## src/verilog/sas_pkg.sv

```systemverilog
// Package with the timing constants, register map and types of the smoke alarm sequencer.
package sas_pkg;

  // Clock and base tick. The time base ticks every half millisecond.
  localparam int CLK_PERIOD_NS = 10;
  localparam int T_TICK_NS     = 500000;
  localparam int TICK_CYC      = T_TICK_NS / CLK_PERIOD_NS;
  localparam int T_TICK_US     = 500;

  // Documented times in microseconds.
  localparam int T_OSC_STBY_US  = 1670000;
  localparam int T_OSC_ALARM_US = 41500;
  localparam int T_STROBE_US    = 10500;
  localparam int T_LED_STBY_US  = 40000000;
  localparam int T_LED_ALARM_US = 1000000;
  localparam int T_TMP_ON_US    = 500000;
  localparam int T_TMP_OFF_US   = 500000;
  localparam int T_TMP_GAP_US   = 1500000;
  localparam int T_CONT_ON_US   = 166000;
  localparam int T_CONT_OFF_US  = 83000;
  localparam int T_CHIRP_US     = 10500;
  localparam int T_HOLD_LOW_US  = 1000;

  // Timer width in ticks; the longest interval is the standby period.
  localparam int TW = 12;

  // Periods and pulse widths in ticks. Periods round down, least widths round up.
  localparam logic [TW-1:0] OSC_STBY_TK  = TW'(T_OSC_STBY_US / T_TICK_US);
  localparam logic [TW-1:0] OSC_ALARM_TK = TW'(T_OSC_ALARM_US / T_TICK_US);
  localparam logic [TW-1:0] STROBE_TK    = TW'((T_STROBE_US + T_TICK_US - 1) / T_TICK_US);
  localparam logic [TW-1:0] TMP_ON_TK    = TW'(T_TMP_ON_US / T_TICK_US);
  localparam logic [TW-1:0] TMP_OFF_TK   = TW'(T_TMP_OFF_US / T_TICK_US);
  localparam logic [TW-1:0] TMP_GAP_TK   = TW'(T_TMP_GAP_US / T_TICK_US);
  localparam logic [TW-1:0] CONT_ON_TK   = TW'(T_CONT_ON_US / T_TICK_US);
  localparam logic [TW-1:0] CONT_OFF_TK  = TW'(T_CONT_OFF_US / T_TICK_US);
  localparam logic [TW-1:0] CHIRP_TK     = TW'((T_CHIRP_US + T_TICK_US - 1) / T_TICK_US);
  localparam logic [TW-1:0] HOLD_LOW_TK  = TW'((T_HOLD_LOW_US + T_TICK_US - 1) / T_TICK_US);

  // LED intervals as counts of oscillator cycles, rounded to nearest.
  localparam int LW = 6;
  localparam logic [LW-1:0] LED_STBY_CYC  =
    LW'((T_LED_STBY_US + T_OSC_STBY_US / 2) / T_OSC_STBY_US);
  localparam logic [LW-1:0] LED_ALARM_CYC =
    LW'((T_LED_ALARM_US + T_OSC_ALARM_US / 2) / T_OSC_ALARM_US);

  // Pulses in one temporal group.
  localparam logic [1:0] TMP_PULSES = 2'h3;

  // Register map, byte addresses on a 32-bit bus.
  localparam logic [3:0] REG_CTRL   = 4'h0;
  localparam logic [3:0] REG_STATUS = 4'h4;
  localparam logic [3:0] REG_LEDCNT = 4'h8;
  localparam int         CTRL_EXT_OSC_BIT = 0;
  localparam logic       CTRL_RESET = 1'h0;

  // Sequencer states for one oscillator cycle.
  typedef enum logic [2:0] {
    SEQ_IDLE  = 3'b000,
    SEQ_SMOKE = 3'b001,
    SEQ_LBAT  = 3'b010,
    SEQ_CHIRP = 3'b011,
    SEQ_SKIP  = 3'b100
  } sas_seq_e;

  // Horn pattern states.
  typedef enum logic [1:0] {
    HORN_IDLE = 2'b00,
    HORN_ON   = 2'b01,
    HORN_OFF  = 2'b10
  } sas_horn_e;

  // Status word as software reads it; the first member is the top bit.
  typedef struct packed {
    logic forced_strobe;
    logic ext_osc;
    logic isolate;
    logic strobe;
    logic led;
    logic horn;
    logic lowbat;
    logic alarm;
  } sas_status_s;

endpackage

```

## src/verilog/sas_tick_div.sv

```systemverilog
// Divider that turns the system clock into a one-cycle tick enable.
`timescale 1ns/1ns
`default_nettype none
module sas_tick_div
  import sas_pkg::*;
#(
  parameter int DIV = TICK_CYC
) (
  input  wire logic clock,   // System clock.
  input  wire logic arst_n,  // Asynchronous reset, active low.
  output logic      tick     // One-cycle pulse every DIV clocks.
);

  localparam int CW = $clog2(DIV + 1);

  logic [CW-1:0] cnt_r;

  // Free-running count; the pulse is registered so it is glitch free.
  always_ff @(posedge clock or negedge arst_n) begin
    if (!arst_n) begin
      cnt_r <= '0;
      tick  <= 1'b0;
    end else if (cnt_r == CW'(DIV - 1)) begin
      cnt_r <= '0;
      tick  <= 1'b1;
    end else begin
      cnt_r <= cnt_r + 1'b1;
      tick  <= 1'b0;
    end
  end

endmodule
`default_nettype wire

```

## src/verilog/sas_top.sv

```systemverilog
// Timing sequencer of an ionization smoke alarm with an Avalon-MM register slave.
`timescale 1ns/1ns
`default_nettype none
module sas_top
  import sas_pkg::*;
#(
  parameter int TICK_DIV = TICK_CYC
) (
  input  wire logic        clock,              // System clock, 100 MHz.
  input  wire logic        arst_n,             // Asynchronous reset, active low.
  input  wire logic        smoke_cmp_pin,      // Smoke comparator, high on smoke.
  input  wire logic        lowbat_cmp_pin,     // Battery comparator, high when low.
  input  wire logic        tone_sel_pin,       // Pattern select, high or pulled up.
  input  wire logic        timing_cap_pin,     // Timing capacitor pin level.
  input  wire logic [3:0]  avs_address,        // Byte address.
  input  wire logic        avs_read,           // Read request.
  input  wire logic        avs_write,          // Write request.
  input  wire logic [31:0] avs_writedata,      // Write data.
  input  wire logic [3:0]  avs_byteenable,     // Byte lanes.
  output logic [31:0]      avs_readdata,       // Read data.
  output logic             avs_waitrequest,    // Stall, low when answered.
  output logic             power_strobe,       // Detector power strobe.
  output logic             led_drive,          // LED low-side driver on.
  output logic             horn_drive,         // Horn driver on.
  output logic             hysteresis_en,      // Raise smoke reference.
  output logic             sens_isolate        // Open sensitivity_node switch.
);

  ////////////////////////////////////////////////////////////////////////////
  // Input synchronisers and time base.

  localparam int NPIN = 4;

  logic [NPIN-1:0] pin_raw;
  logic [NPIN-1:0] pin_m1;
  logic [NPIN-1:0] pin_s;
  logic            tick;

  assign pin_raw = {timing_cap_pin, tone_sel_pin, lowbat_cmp_pin, smoke_cmp_pin};

  // Two flops per pin; only the second stage is read by the logic.
  genvar gi;
  generate
    for (gi = 0; gi < NPIN; gi++) begin : g_sync
      always_ff @(posedge clock or negedge arst_n) begin
        if (!arst_n) begin
          pin_m1[gi] <= 1'b0;
          pin_s[gi]  <= 1'b0;
        end else begin
          pin_m1[gi] <= pin_raw[gi];
          pin_s[gi]  <= pin_m1[gi];
        end
      end
    end
  endgenerate

  logic smoke_s;
  logic lowbat_s;
  logic tone_s;
  logic cap_s;

  assign smoke_s  = pin_s[0];
  assign lowbat_s = pin_s[1];
  assign tone_s   = pin_s[2];
  assign cap_s    = pin_s[3];

  sas_tick_div #(
    .DIV (TICK_DIV)
  ) u_tick (
    .clock  (clock),
    .arst_n (arst_n),
    .tick   (tick)
  );

  ////////////////////////////////////////////////////////////////////////////
  // State declarations.

  logic          ctrl_ext_r;
  logic          smoke_r;
  logic          lowbat_r;
  logic [TW-1:0] osc_cnt_r;
  logic [TW-1:0] low_cnt_r;
  logic          cap_d_r;
  logic [TW-1:0] strb_cnt_r;
  logic [LW-1:0] led_div_r;
  logic          chirp_due_r;
  sas_seq_e      seq_r;
  sas_horn_e     horn_r;
  logic          pat_tmp_r;
  logic [1:0]    pulse_r;
  logic [TW-1:0] hcnt_r;

  logic          alarm;
  logic          forced;
  logic          osc_edge;
  logic          strobe_end;
  logic          horn_start;
  logic [TW-1:0] osc_len;
  logic [LW-1:0] led_len;

  assign alarm = smoke_r;

  ////////////////////////////////////////////////////////////////////////////
  // Oscillator model.

  // The period follows the alarm state; >= lets a shortened period take
  // effect at once instead of waiting out a long standby count.
  assign osc_len = alarm ? OSC_ALARM_TK : OSC_STBY_TK;

  // Internal oscillator counts ticks; external mode uses pin rising edges.
  always_ff @(posedge clock or negedge arst_n) begin
    if (!arst_n) begin
      osc_cnt_r <= '0;
      cap_d_r   <= 1'b0;
    end else begin
      cap_d_r <= cap_s;
      if (tick) begin
        if (osc_cnt_r >= osc_len - 1'b1) begin
          osc_cnt_r <= '0;
        end else begin
          osc_cnt_r <= osc_cnt_r + 1'b1;
        end
      end
    end
  end

  // A tester's square wave replaces the internal period; the strobe width
  // is still timed internally so the analog side gets its settling time.
  assign osc_edge = ctrl_ext_r ? (cap_s && !cap_d_r)
                               : (tick && osc_cnt_r >= osc_len - 1'b1);

  // Count how long the capacitor pin has been low; a 4 kHz wave never
  // stays low across two ticks, so only a real hold forces the strobe.
  always_ff @(posedge clock or negedge arst_n) begin
    if (!arst_n) begin
      low_cnt_r <= '0;
    end else if (cap_s) begin
      low_cnt_r <= '0;
    end else if (tick && low_cnt_r < HOLD_LOW_TK) begin
      low_cnt_r <= low_cnt_r + 1'b1;
    end
  end

  assign forced = (low_cnt_r >= HOLD_LOW_TK);

  ////////////////////////////////////////////////////////////////////////////
  // Per-cycle sequencer.

  assign led_len    = alarm ? LED_ALARM_CYC : LED_STBY_CYC;
  assign strobe_end = tick && (strb_cnt_r == STROBE_TK - 1'b1);

  // Each oscillator cycle opens one strobe whose purpose is picked here.
  always_ff @(posedge clock or negedge arst_n) begin
    if (!arst_n) begin
      seq_r       <= SEQ_IDLE;
      strb_cnt_r  <= '0;
      led_div_r   <= '0;
      chirp_due_r <= 1'b0;
    end else begin
      case (seq_r)
        SEQ_IDLE: begin
          strb_cnt_r <= '0;
          if (osc_edge) begin
            if (led_div_r >= led_len - 1'b1) begin
              led_div_r   <= '0;
              seq_r       <= SEQ_LBAT;
              chirp_due_r <= 1'b1;
            end else begin
              led_div_r <= led_div_r + 1'b1;
              if (chirp_due_r && lowbat_r && !alarm) begin
                seq_r       <= SEQ_CHIRP;
                chirp_due_r <= 1'b0;
              end else if (horn_r == HORN_IDLE) begin
                seq_r       <= SEQ_SMOKE;
                chirp_due_r <= 1'b0;
              end else begin
                seq_r       <= SEQ_SKIP;
                chirp_due_r <= 1'b0;
              end
            end
          end
        end
        SEQ_SMOKE, SEQ_LBAT, SEQ_CHIRP, SEQ_SKIP: begin
          if (strobe_end) begin
            seq_r      <= SEQ_IDLE;
            strb_cnt_r <= '0;
          end else if (tick) begin
            strb_cnt_r <= strb_cnt_r + 1'b1;
          end
        end
        default: begin
          seq_r <= SEQ_IDLE;
        end
      endcase
    end
  end

  // Smoke is latched at the end of a smoke strobe only, never during the
  // battery test, the chirp or a running horn cycle.
  always_ff @(posedge clock or negedge arst_n) begin
    if (!arst_n) begin
      smoke_r <= 1'b0;
    end else if (seq_r == SEQ_SMOKE && strobe_end) begin
      smoke_r <= smoke_s;
    end
  end

  // Battery status is taken as the LED pulse ends, so it reads under load.
  always_ff @(posedge clock or negedge arst_n) begin
    if (!arst_n) begin
      lowbat_r <= 1'b0;
    end else if (seq_r == SEQ_LBAT && strobe_end) begin
      lowbat_r <= lowbat_s;
    end
  end

  ////////////////////////////////////////////////////////////////////////////
  // Horn pattern generator.

  assign horn_start = (seq_r == SEQ_SMOKE) && strobe_end && smoke_s;

  // One group per smoke check: three temporal pulses or one tone period.
  // Returning to idle between groups is what lets smoke be checked again.
  always_ff @(posedge clock or negedge arst_n) begin
    if (!arst_n) begin
      horn_r    <= HORN_IDLE;
      pat_tmp_r <= 1'b1;
      pulse_r   <= '0;
      hcnt_r    <= '0;
    end else begin
      case (horn_r)
        HORN_IDLE: begin
          hcnt_r  <= '0;
          pulse_r <= '0;
          if (horn_start) begin
            pat_tmp_r <= tone_s;
            horn_r    <= HORN_ON;
          end
        end
        HORN_ON: begin
          if (tick) begin
            if (hcnt_r >= (pat_tmp_r ? TMP_ON_TK : CONT_ON_TK) - 1'b1) begin
              hcnt_r <= '0;
              horn_r <= HORN_OFF;
            end else begin
              hcnt_r <= hcnt_r + 1'b1;
            end
          end
        end
        HORN_OFF: begin
          if (tick) begin
            if (!pat_tmp_r) begin
              if (hcnt_r >= CONT_OFF_TK - 1'b1) begin
                hcnt_r <= '0;
                horn_r <= HORN_IDLE;
              end else begin
                hcnt_r <= hcnt_r + 1'b1;
              end
            end else if (pulse_r == TMP_PULSES - 1'b1) begin
              if (hcnt_r >= TMP_GAP_TK - 1'b1) begin
                hcnt_r <= '0;
                horn_r <= HORN_IDLE;
              end else begin
                hcnt_r <= hcnt_r + 1'b1;
              end
            end else if (hcnt_r >= TMP_OFF_TK - 1'b1) begin
              hcnt_r  <= '0;
              pulse_r <= pulse_r + 1'b1;
              horn_r  <= HORN_ON;
            end else begin
              hcnt_r <= hcnt_r + 1'b1;
            end
          end
        end
        default: begin
          horn_r <= HORN_IDLE;
        end
      endcase
    end
  end

  ////////////////////////////////////////////////////////////////////////////
  // Registered outputs.

  // Outputs are one clock behind the state so every pin comes from a flop.
  always_ff @(posedge clock or negedge arst_n) begin
    if (!arst_n) begin
      power_strobe  <= 1'b0;
      led_drive     <= 1'b0;
      horn_drive    <= 1'b0;
      hysteresis_en <= 1'b0;
      sens_isolate  <= 1'b0;
    end else begin
      power_strobe  <= (seq_r != SEQ_IDLE) || forced;
      led_drive     <= (seq_r == SEQ_LBAT);
      horn_drive    <= (horn_r == HORN_ON) || (seq_r == SEQ_CHIRP);
      hysteresis_en <= smoke_r;
      sens_isolate  <= (seq_r == SEQ_LBAT);
    end
  end

  ////////////////////////////////////////////////////////////////////////////
  // Avalon-MM slave.

  sas_status_s status;
  logic [31:0] rd_mux;
  logic        take;

  assign status = '{
    forced_strobe: forced,
    ext_osc:       ctrl_ext_r,
    isolate:       sens_isolate,
    strobe:        power_strobe,
    led:           led_drive,
    horn:          horn_drive,
    lowbat:        lowbat_r,
    alarm:         smoke_r
  };

  // Unmapped addresses read as zero and ignore writes.
  always_comb begin
    rd_mux = 32'h0;
    case (avs_address)
      REG_CTRL:   rd_mux = {31'h0, ctrl_ext_r};
      REG_STATUS: rd_mux = {24'h0, status};
      REG_LEDCNT: rd_mux = {{(32 - LW){1'b0}}, led_div_r};
      default:    rd_mux = 32'h0;
    endcase
  end

  // The request is taken at the edge where waitrequest is seen low.
  assign take = (avs_read || avs_write) && !avs_waitrequest;

  // Waitrequest idles high, drops for one cycle after a request appears.
  always_ff @(posedge clock or negedge arst_n) begin
    if (!arst_n) begin
      avs_waitrequest <= 1'b1;
      avs_readdata    <= 32'h0;
    end else if ((avs_read || avs_write) && avs_waitrequest) begin
      avs_waitrequest <= 1'b0;
      avs_readdata    <= avs_read ? rd_mux : 32'h0;
    end else begin
      avs_waitrequest <= 1'b1;
    end
  end

  // Control register; only the low byte lane carries a writable bit.
  always_ff @(posedge clock or negedge arst_n) begin
    if (!arst_n) begin
      ctrl_ext_r <= CTRL_RESET;
    end else if (take && avs_write && avs_address == REG_CTRL && avs_byteenable[0]) begin
      ctrl_ext_r <= avs_writedata[CTRL_EXT_OSC_BIT];
    end
  end

endmodule
`default_nettype wire

```

## config.mk

```make
export PLATFORM = sky130hd
export DESIGN_NAME = sas_top
export DESIGN_NICKNAME = d
export VERILOG_FILES = /design/src/verilog/sas_pkg.sv /design/src/verilog/sas_tick_div.sv /design/src/verilog/sas_top.sv
export SDC_FILE = /design/constraint.sdc
export NUM_CORES = 1
export LEC_CHECK = 0
export ABC_AREA = 0
export BUFFER_PORTS_ARGS = -buffer_cell sky130_fd_sc_hd__buf_2
export CAP_MARGIN = 20
export CORE_UTILIZATION = 60
export CTS_CLUSTER_DIAMETER = 150
export DETAILED_ROUTE_END_ITERATION = 16
export GPL_ROUTABILITY_DRIVEN = 1
export PLACE_DENSITY = 0.84
export SLEW_MARGIN = 5
export SYNTH_ARGS = -nofsm -noshare
export SYNTH_HDL_FRONTEND = slang
export SYNTH_HIERARCHICAL = 1
export SYNTH_SLANG_ARGS = --single-unit
```

## constraint.sdc

```tcl
create_clock -name clock -period 3.8 [get_ports clock]
set_clock_uncertainty 0.2 [all_clocks]
set_input_delay 0.76 -clock clock [delete_from_list [all_inputs] [get_ports clock]]
set_output_delay 0.76 -clock clock [all_outputs]
set_load 0.01 [all_outputs]
```

==> impl_metrics.toml, run 1 <==
[power_and_ir_drop]
finalPower_mw = 2.17
p_per_area_nw_per_um2 = 364
p_leak_nw = 2.79
peakVddDrop_mv = 0.226

[clocking]
cts_setup_buffers = 0
cts_tree = "built"
cts_resized = 0
clk_pin_slew_worst_paths_ns = 0.10
cts-buffers-inserted = 9
clockBufferDepth = 2
holdBufCountCts = 0
cts_max_level = 3
clk_latency_ns = 0.35
root_buffer = "clkbuf_8"
cts_sinks = 105

[worst_setup_path]
cp_data_arrival_time_ns = 2.91
startpoint = "pat_tmp_r"
cp.buffers_inverters = 1
critPathSlowestCell = "dfstp_2"
cpPeakStageDelay_ns = 0.56
rr_startpoint = "pat_tmp_r"
critPathTopFamily = "compound AO/OA/AOI/OAI gates"
cp.required_ns = 3.86
endpoint_kind = "register"
crit_chain = "inv_1 > ha_1 > a21o_1 > a211oi_1 > o21ai_1 > nor2_2 > o21ai_2 > o311ai_1"
crit_fanout = 12
reg2reg_slack_ns = 0.95
worstSetupPathType = "reg -> reg"
startpoint_type = "register"

[placement]
dpl.hpwl_mm = 7.28
io_buffer_count = 27
gp_routability_congestion = 0.911
placed_cells = 682

[finish]
final_net_count = 662
fin_util = 0.670
insertedDiodeCount = 0
multi_input_area_sq_um = 2700
most-common-layout-cells = "dfrtp_1 (103), nor2_1 (60), nand2_1 (51)"
final_common_cell = "dfrtp_1"
syn_to_final_growth_pct = 5.97
stdcell_count = 699
seqCellArea_sq_um = 2630
drive_gt1_frac = 0.113
fillers = 709

[synthesis]
ys_seq_elements = 105
post_synth_num_cell_types = 71
synth-seq-area-share = 0.468
synthFlopType = "dfrtp_1"
synth_largest_area_cell = "dfrtp_1"
postSynthCellCount = 566
synth_edf_count = 0
synthArstFlopShare = 1.00
ys_warn_count = 6
synth_top_area_frac = 0.459
synthTopCellsByArea = "dfrtp_1 (46%), ha_1 (6.2%), nor2_1 (4.0%), buf_4 (3.7%), nand2_1 (3.4%)"
syn_avg_cell_area_sq_um = 9.93
synth_area_sq_um = 5620

[die]
start_util = 0.632
die_height_microns = 98.8
die_area_sq_um = 9750
row_count = 34
coreArea_sq_um = 8890
ios = 86
chipWidth_microns = 98.8

[grt]
grt_first_pass_wirelength_mm = 18.1
antenna_found_initial = 0
grt_usage = 0.229
grt_pass1_vias = 3864
grt_max_degree = 88
gr-total-overflow = 0

[sta]
period_share = 0.750
slew_viol_final = 0
finalHoldViolCount = 0
slew_headroom = 0.577
fmax_mhz = 351
max_slew.worst_pin.slew_ns = 0.632
period_minus_slack_ns = 2.85
setup_violations = 0
finalSetupTns_ns = 0
rsz0062_at_grt = "false"

[drt]
dr.pass1.iters = 4
drt-initial-drc-count = 174
routed_wirelength_mm = 10.1
drc = 0
vias = 4050
wl_met2_mm = 4.96
post_drt_wl_per_cell_microns = 14.5
wl_met3_microns = 389
vias_per_cell = 5.79
m1WireLength_mm = 4.72
drtAntennaViolNets = 0
highest_layer = "met4"

[status]
status = "finished clean"

[min_path]
min_path_type = "in -> async"

[job]
maxCapViolCount = 0
## registers in the layout, indices dropped and copies added, names as in the netlist, 2 cells and up
signal,cells
u_tick/cnt_r,16
hcnt_r,12
low_cnt_r,12
osc_cnt_r,12
strb_cnt_r,12
avs_readdata,8
led_div_r,6
pin_m1,4
seq_r,3
horn_r,2
pulse_r,2
## routing by layer
metal	track usage	up-vias
li1	-	1992
met4	0.0528	0
met5	0	-
met1	0.312	1962
met3	0.0390	5
met2	0.385	91
## logic make-up after synthesis
kind of cell | after synthesis | synth area share
mux | 10 | 0.0187
xor+xnor | 31 | 0.0483
fa+ha+maj | 28 | 0.0624
buf+inv | 65 | 0.0666
simple gates | 225 | 0.210
other cells | 1 | 0.000668
flops | 105 | 0.468
compound gates | 101 | 0.125
## Yosys cell counts, types with 12 or more instances
library cell,count
and3_1,12
buf_4,28
dfrtp_1,103
ha_1,28
inv_1,20
nand2_1,51
nand3_1,24
nand4_1,13
nor2_1,60
nor2b_1,13
o21ai_0,24
xor2_1,20
## final timing paths
| check | end | cells past startpoint |
|---|---|---|
| min in group clock | cap_s | 0 |
| max | hcnt_r[3] | 8 |
| max in group asynchronous | u_tick/cnt_r[3] | 3 |
| min | low_cnt_r[2] | 1 |
| min reg2reg | cap_s | 0 |
| max reg2reg | hcnt_r[3] | 8 |
## worst reg2reg max path, cell delays in order (launching register included)
cell	delay (ns)
dfstp_2	0.56
inv_1	0.11
ha_1	0.31
a21o_1	0.16
a211oi_1	0.24
o21ai_1	0.14
nor2_2	0.52
o21ai_2	0.22
o311ai_1	0.30
## stage by stage
stage | setup slack, ns | area [sq um] | hold WS [ns]
global placement | 1.04 | 5700 | 0.132
floorplan | 1.50 | 5700 | 0.131
finish | 0.951 | 5950 | 0.0918
detailed placement | 0.984 | 5700 | 0.135
CTS | 0.972 | 5930 | 0.157
global route | 0.705 | 5950 | 0.0958
## final cells by class
| type | count | area share |
|---|---|---|
| Clock inverter | 6 | 0.0147 |
| Inverter | 20 | 0.0126 |
| Clock buffer | 10 | 0.0231 |
| Sequential cell | 105 | 0.442 |
| Timing Repair Buffer | 31 | 0.0315 |
| Multi-Input combinational cell | 419 | 0.454 |
| Tap cell | 108 | 0.0227 |
## report_power, final
part           total (mW)  switching [mW]  leakage [nW]  internal, mW
registers            1.20          0.0434          1.41          1.16
logic               0.198           0.131          1.26        0.0669
clock network       0.767           0.375         0.117         0.392
total                2.17           0.549          2.79          1.62
Note: power is estimated with default switching activity, not from simulation.
==> run 2: changes to the inputs <==
- CORE_UTILIZATION: 60 -> 52
- PLACE_DENSITY: 0.84 -> 0.77
- clock period: 3.8 -> 2.6 ns (I/O delays scaled with it)
==> run 2 against run 1 <==
  * Setup slack lost 0.86 ns
  * Combinational power increased by 48%
  * Power up 41%
  * Highest routed layer unchanged
  * Critical endpoint unchanged
  * Critical path depth unchanged
  * Via count is 2.3% higher
  * The run now ends with negative hold slack left
  * Cell area grew 1.5%
==> impl_metrics.toml, run 2 (synthesized netlist as in run 1, its figures left out) <==
[clocking]
cts_setup_buffers = 0
clk_latency_ns = 0.38
root_buffer = "clkbuf_8"
cts_tree = "built"
clk_pin_slew_worst_paths_ns = 0.10
cts-buffers-inserted = 9
cts_max_level = 3
cts_sinks = 105
clockBufferDepth = 2

[sta]
period_share = 0.967
setup_violations = 0
max_slew.worst_pin.slew_ns = 0.620
finalHoldViolCount = 3
slew_headroom = 0.584
finalSetupTns_ns = 0
slew_viol_final = 0
setup_ws_ns = 0.0865
fmax_mhz = 398
period_minus_slack_ns = 2.51
hold_ws_ns = -0.00134

[placement]
io_buffer_count = 27
placed_cells = 716
dp_slack_ns = 0.0552
gp_routability_congestion = 0.868
dpl_cell_area_sq_um = 5790
dpl.hpwl_mm = 7.22

[drt]
dr.pass1.iters = 5
post_drt_wl_per_cell_microns = 14.4
drt-initial-drc-count = 295
routed_wirelength_mm = 10.6
drtAntennaViolNets = 0
drc = 0
vias_per_cell = 5.65
vias = 4144

[min_path]
min_path_type = "in -> async"

[finish]
final_common_cell = "dfrtp_1"
stdcell_count = 733
most-common-layout-cells = "dfrtp_1 (102), nor2_1 (60), nand2_1 (51)"
largest_reg_flops = 16
insertedDiodeCount = 0
final_net_count = 668
syn_to_final_growth_pct = 7.57
top_register = "u_tick/cnt_r"
post-route-cell-area_sq_um = 6040
fillers = 915
fin_util = 0.580
drive_gt1_frac = 0.132

[power_and_ir_drop]
power_switching_uw = 791
seq_power_share = 0.573
combPwrFrac = 0.096
p_leak_nw = 2.82
peakVddDrop_mv = 0.396
switching_share = 0.259
finalPower_mw = 3.06
clock_power_share = 0.331
p_per_area_nw_per_um2 = 507
p_int_mw = 2.27

[grt]
gr-total-overflow = 0
grt_usage = 0.200
grt_first_pass_wirelength_mm = 17.8
antenna_found_initial = 0
grt_pass1_vias = 3999
grt_max_degree = 106

[status]
status = "complete, but fails checks"
failed_checks = "negative hold slack"

[die]
chipWidth_microns = 106
row_count = 37
die_height_microns = 106
start_util = 0.539
die_area_sq_um = 11200
ios = 86
coreArea_sq_um = 10400

[worst_setup_path]
cp_data_arrival_time_ns = 2.60
crit_fanout = 7
startpoint_type = "register"
cp.required_ns = 2.68
endpoint_kind = "register"
worstSetupPathType = "reg -> reg"

[job]
maxCapViolCount = 0
-- run 2: changes by cell type in the layout (fill, tap and decap cells not counted), sizes merged --
cell	before	now
clkbuf	10	11
buf	31	37
inv	22	21
bufinv	2	1
clkinv	2	3
-- run 2: routing by layer --
metal / GRT usage / up-vias / part of all wire
met5: 0 / - / 0
met4: 0.0655 / 0 / 0.014
met3: 0.0552 / 13 / 0.056
met2: 0.329 / 121 / 0.48
met1: 0.256 / 1997 / 0.45
li1: - / 2013 / -
-- run 2: what timing repair did --
| item | in CTS | in global routing |
|---|---|---|
| setup endpoints to repair | 0 | 11 |
| resized for setup | 0 | 10 |
| hold buffers | 0 | 0 |
-- run 2: critical path: stages, from the launching register on --
cell	delay [ns]
dfstp_2	0.58
inv_1	0.13
ha_1	0.31
a21o_1	0.17
a211oi_2	0.25
o21ai_2	0.11
nor2_4	0.19
o21ai_2	0.16
o311ai_1	0.32
-- run 2: worst paths after layout --
path | from | end | slack [ns] | cells past startpoint
min | arst_n | low_cnt_r[10] | -0.001 | 2
max | pat_tmp_r | hcnt_r[3] | 0.09 | 8
max reg2reg | pat_tmp_r | hcnt_r[3] | 0.09 | 8
max in group asynchronous | arst_n | alarm | 1.78 | 2
min reg2reg | pin_m1[0] | smoke_s | 0.16 | 0
min in group clock | lowbat_cmp_pin | pin_m1[1] | 0.05 | 1
-- run 2: final cells by class --
type	instances	area, sq um	share of cell area
clock buffers	11	141	0.0234
clock inverters	5	53.8	0.00890
inverters	20	75.1	0.0124
multi-input cells	419	2750	0.454
flip-flops and latches	105	2630	0.435
well taps	136	170	0.0282
repair buffers	37	226	0.0375
-- run 2: power groups by stage --
stage	clock [mW]	combinational [mW]	sequential [mW]
2_1_floorplan	0	0.210	1.77
3_3_place_gp	0	0.294	1.78
3_5_place_dp	0	0.300	1.79
4_1_cts	1.05	0.302	1.75
5_1_grt	1.12	0.343	1.76
6_report	1.01	0.294	1.76
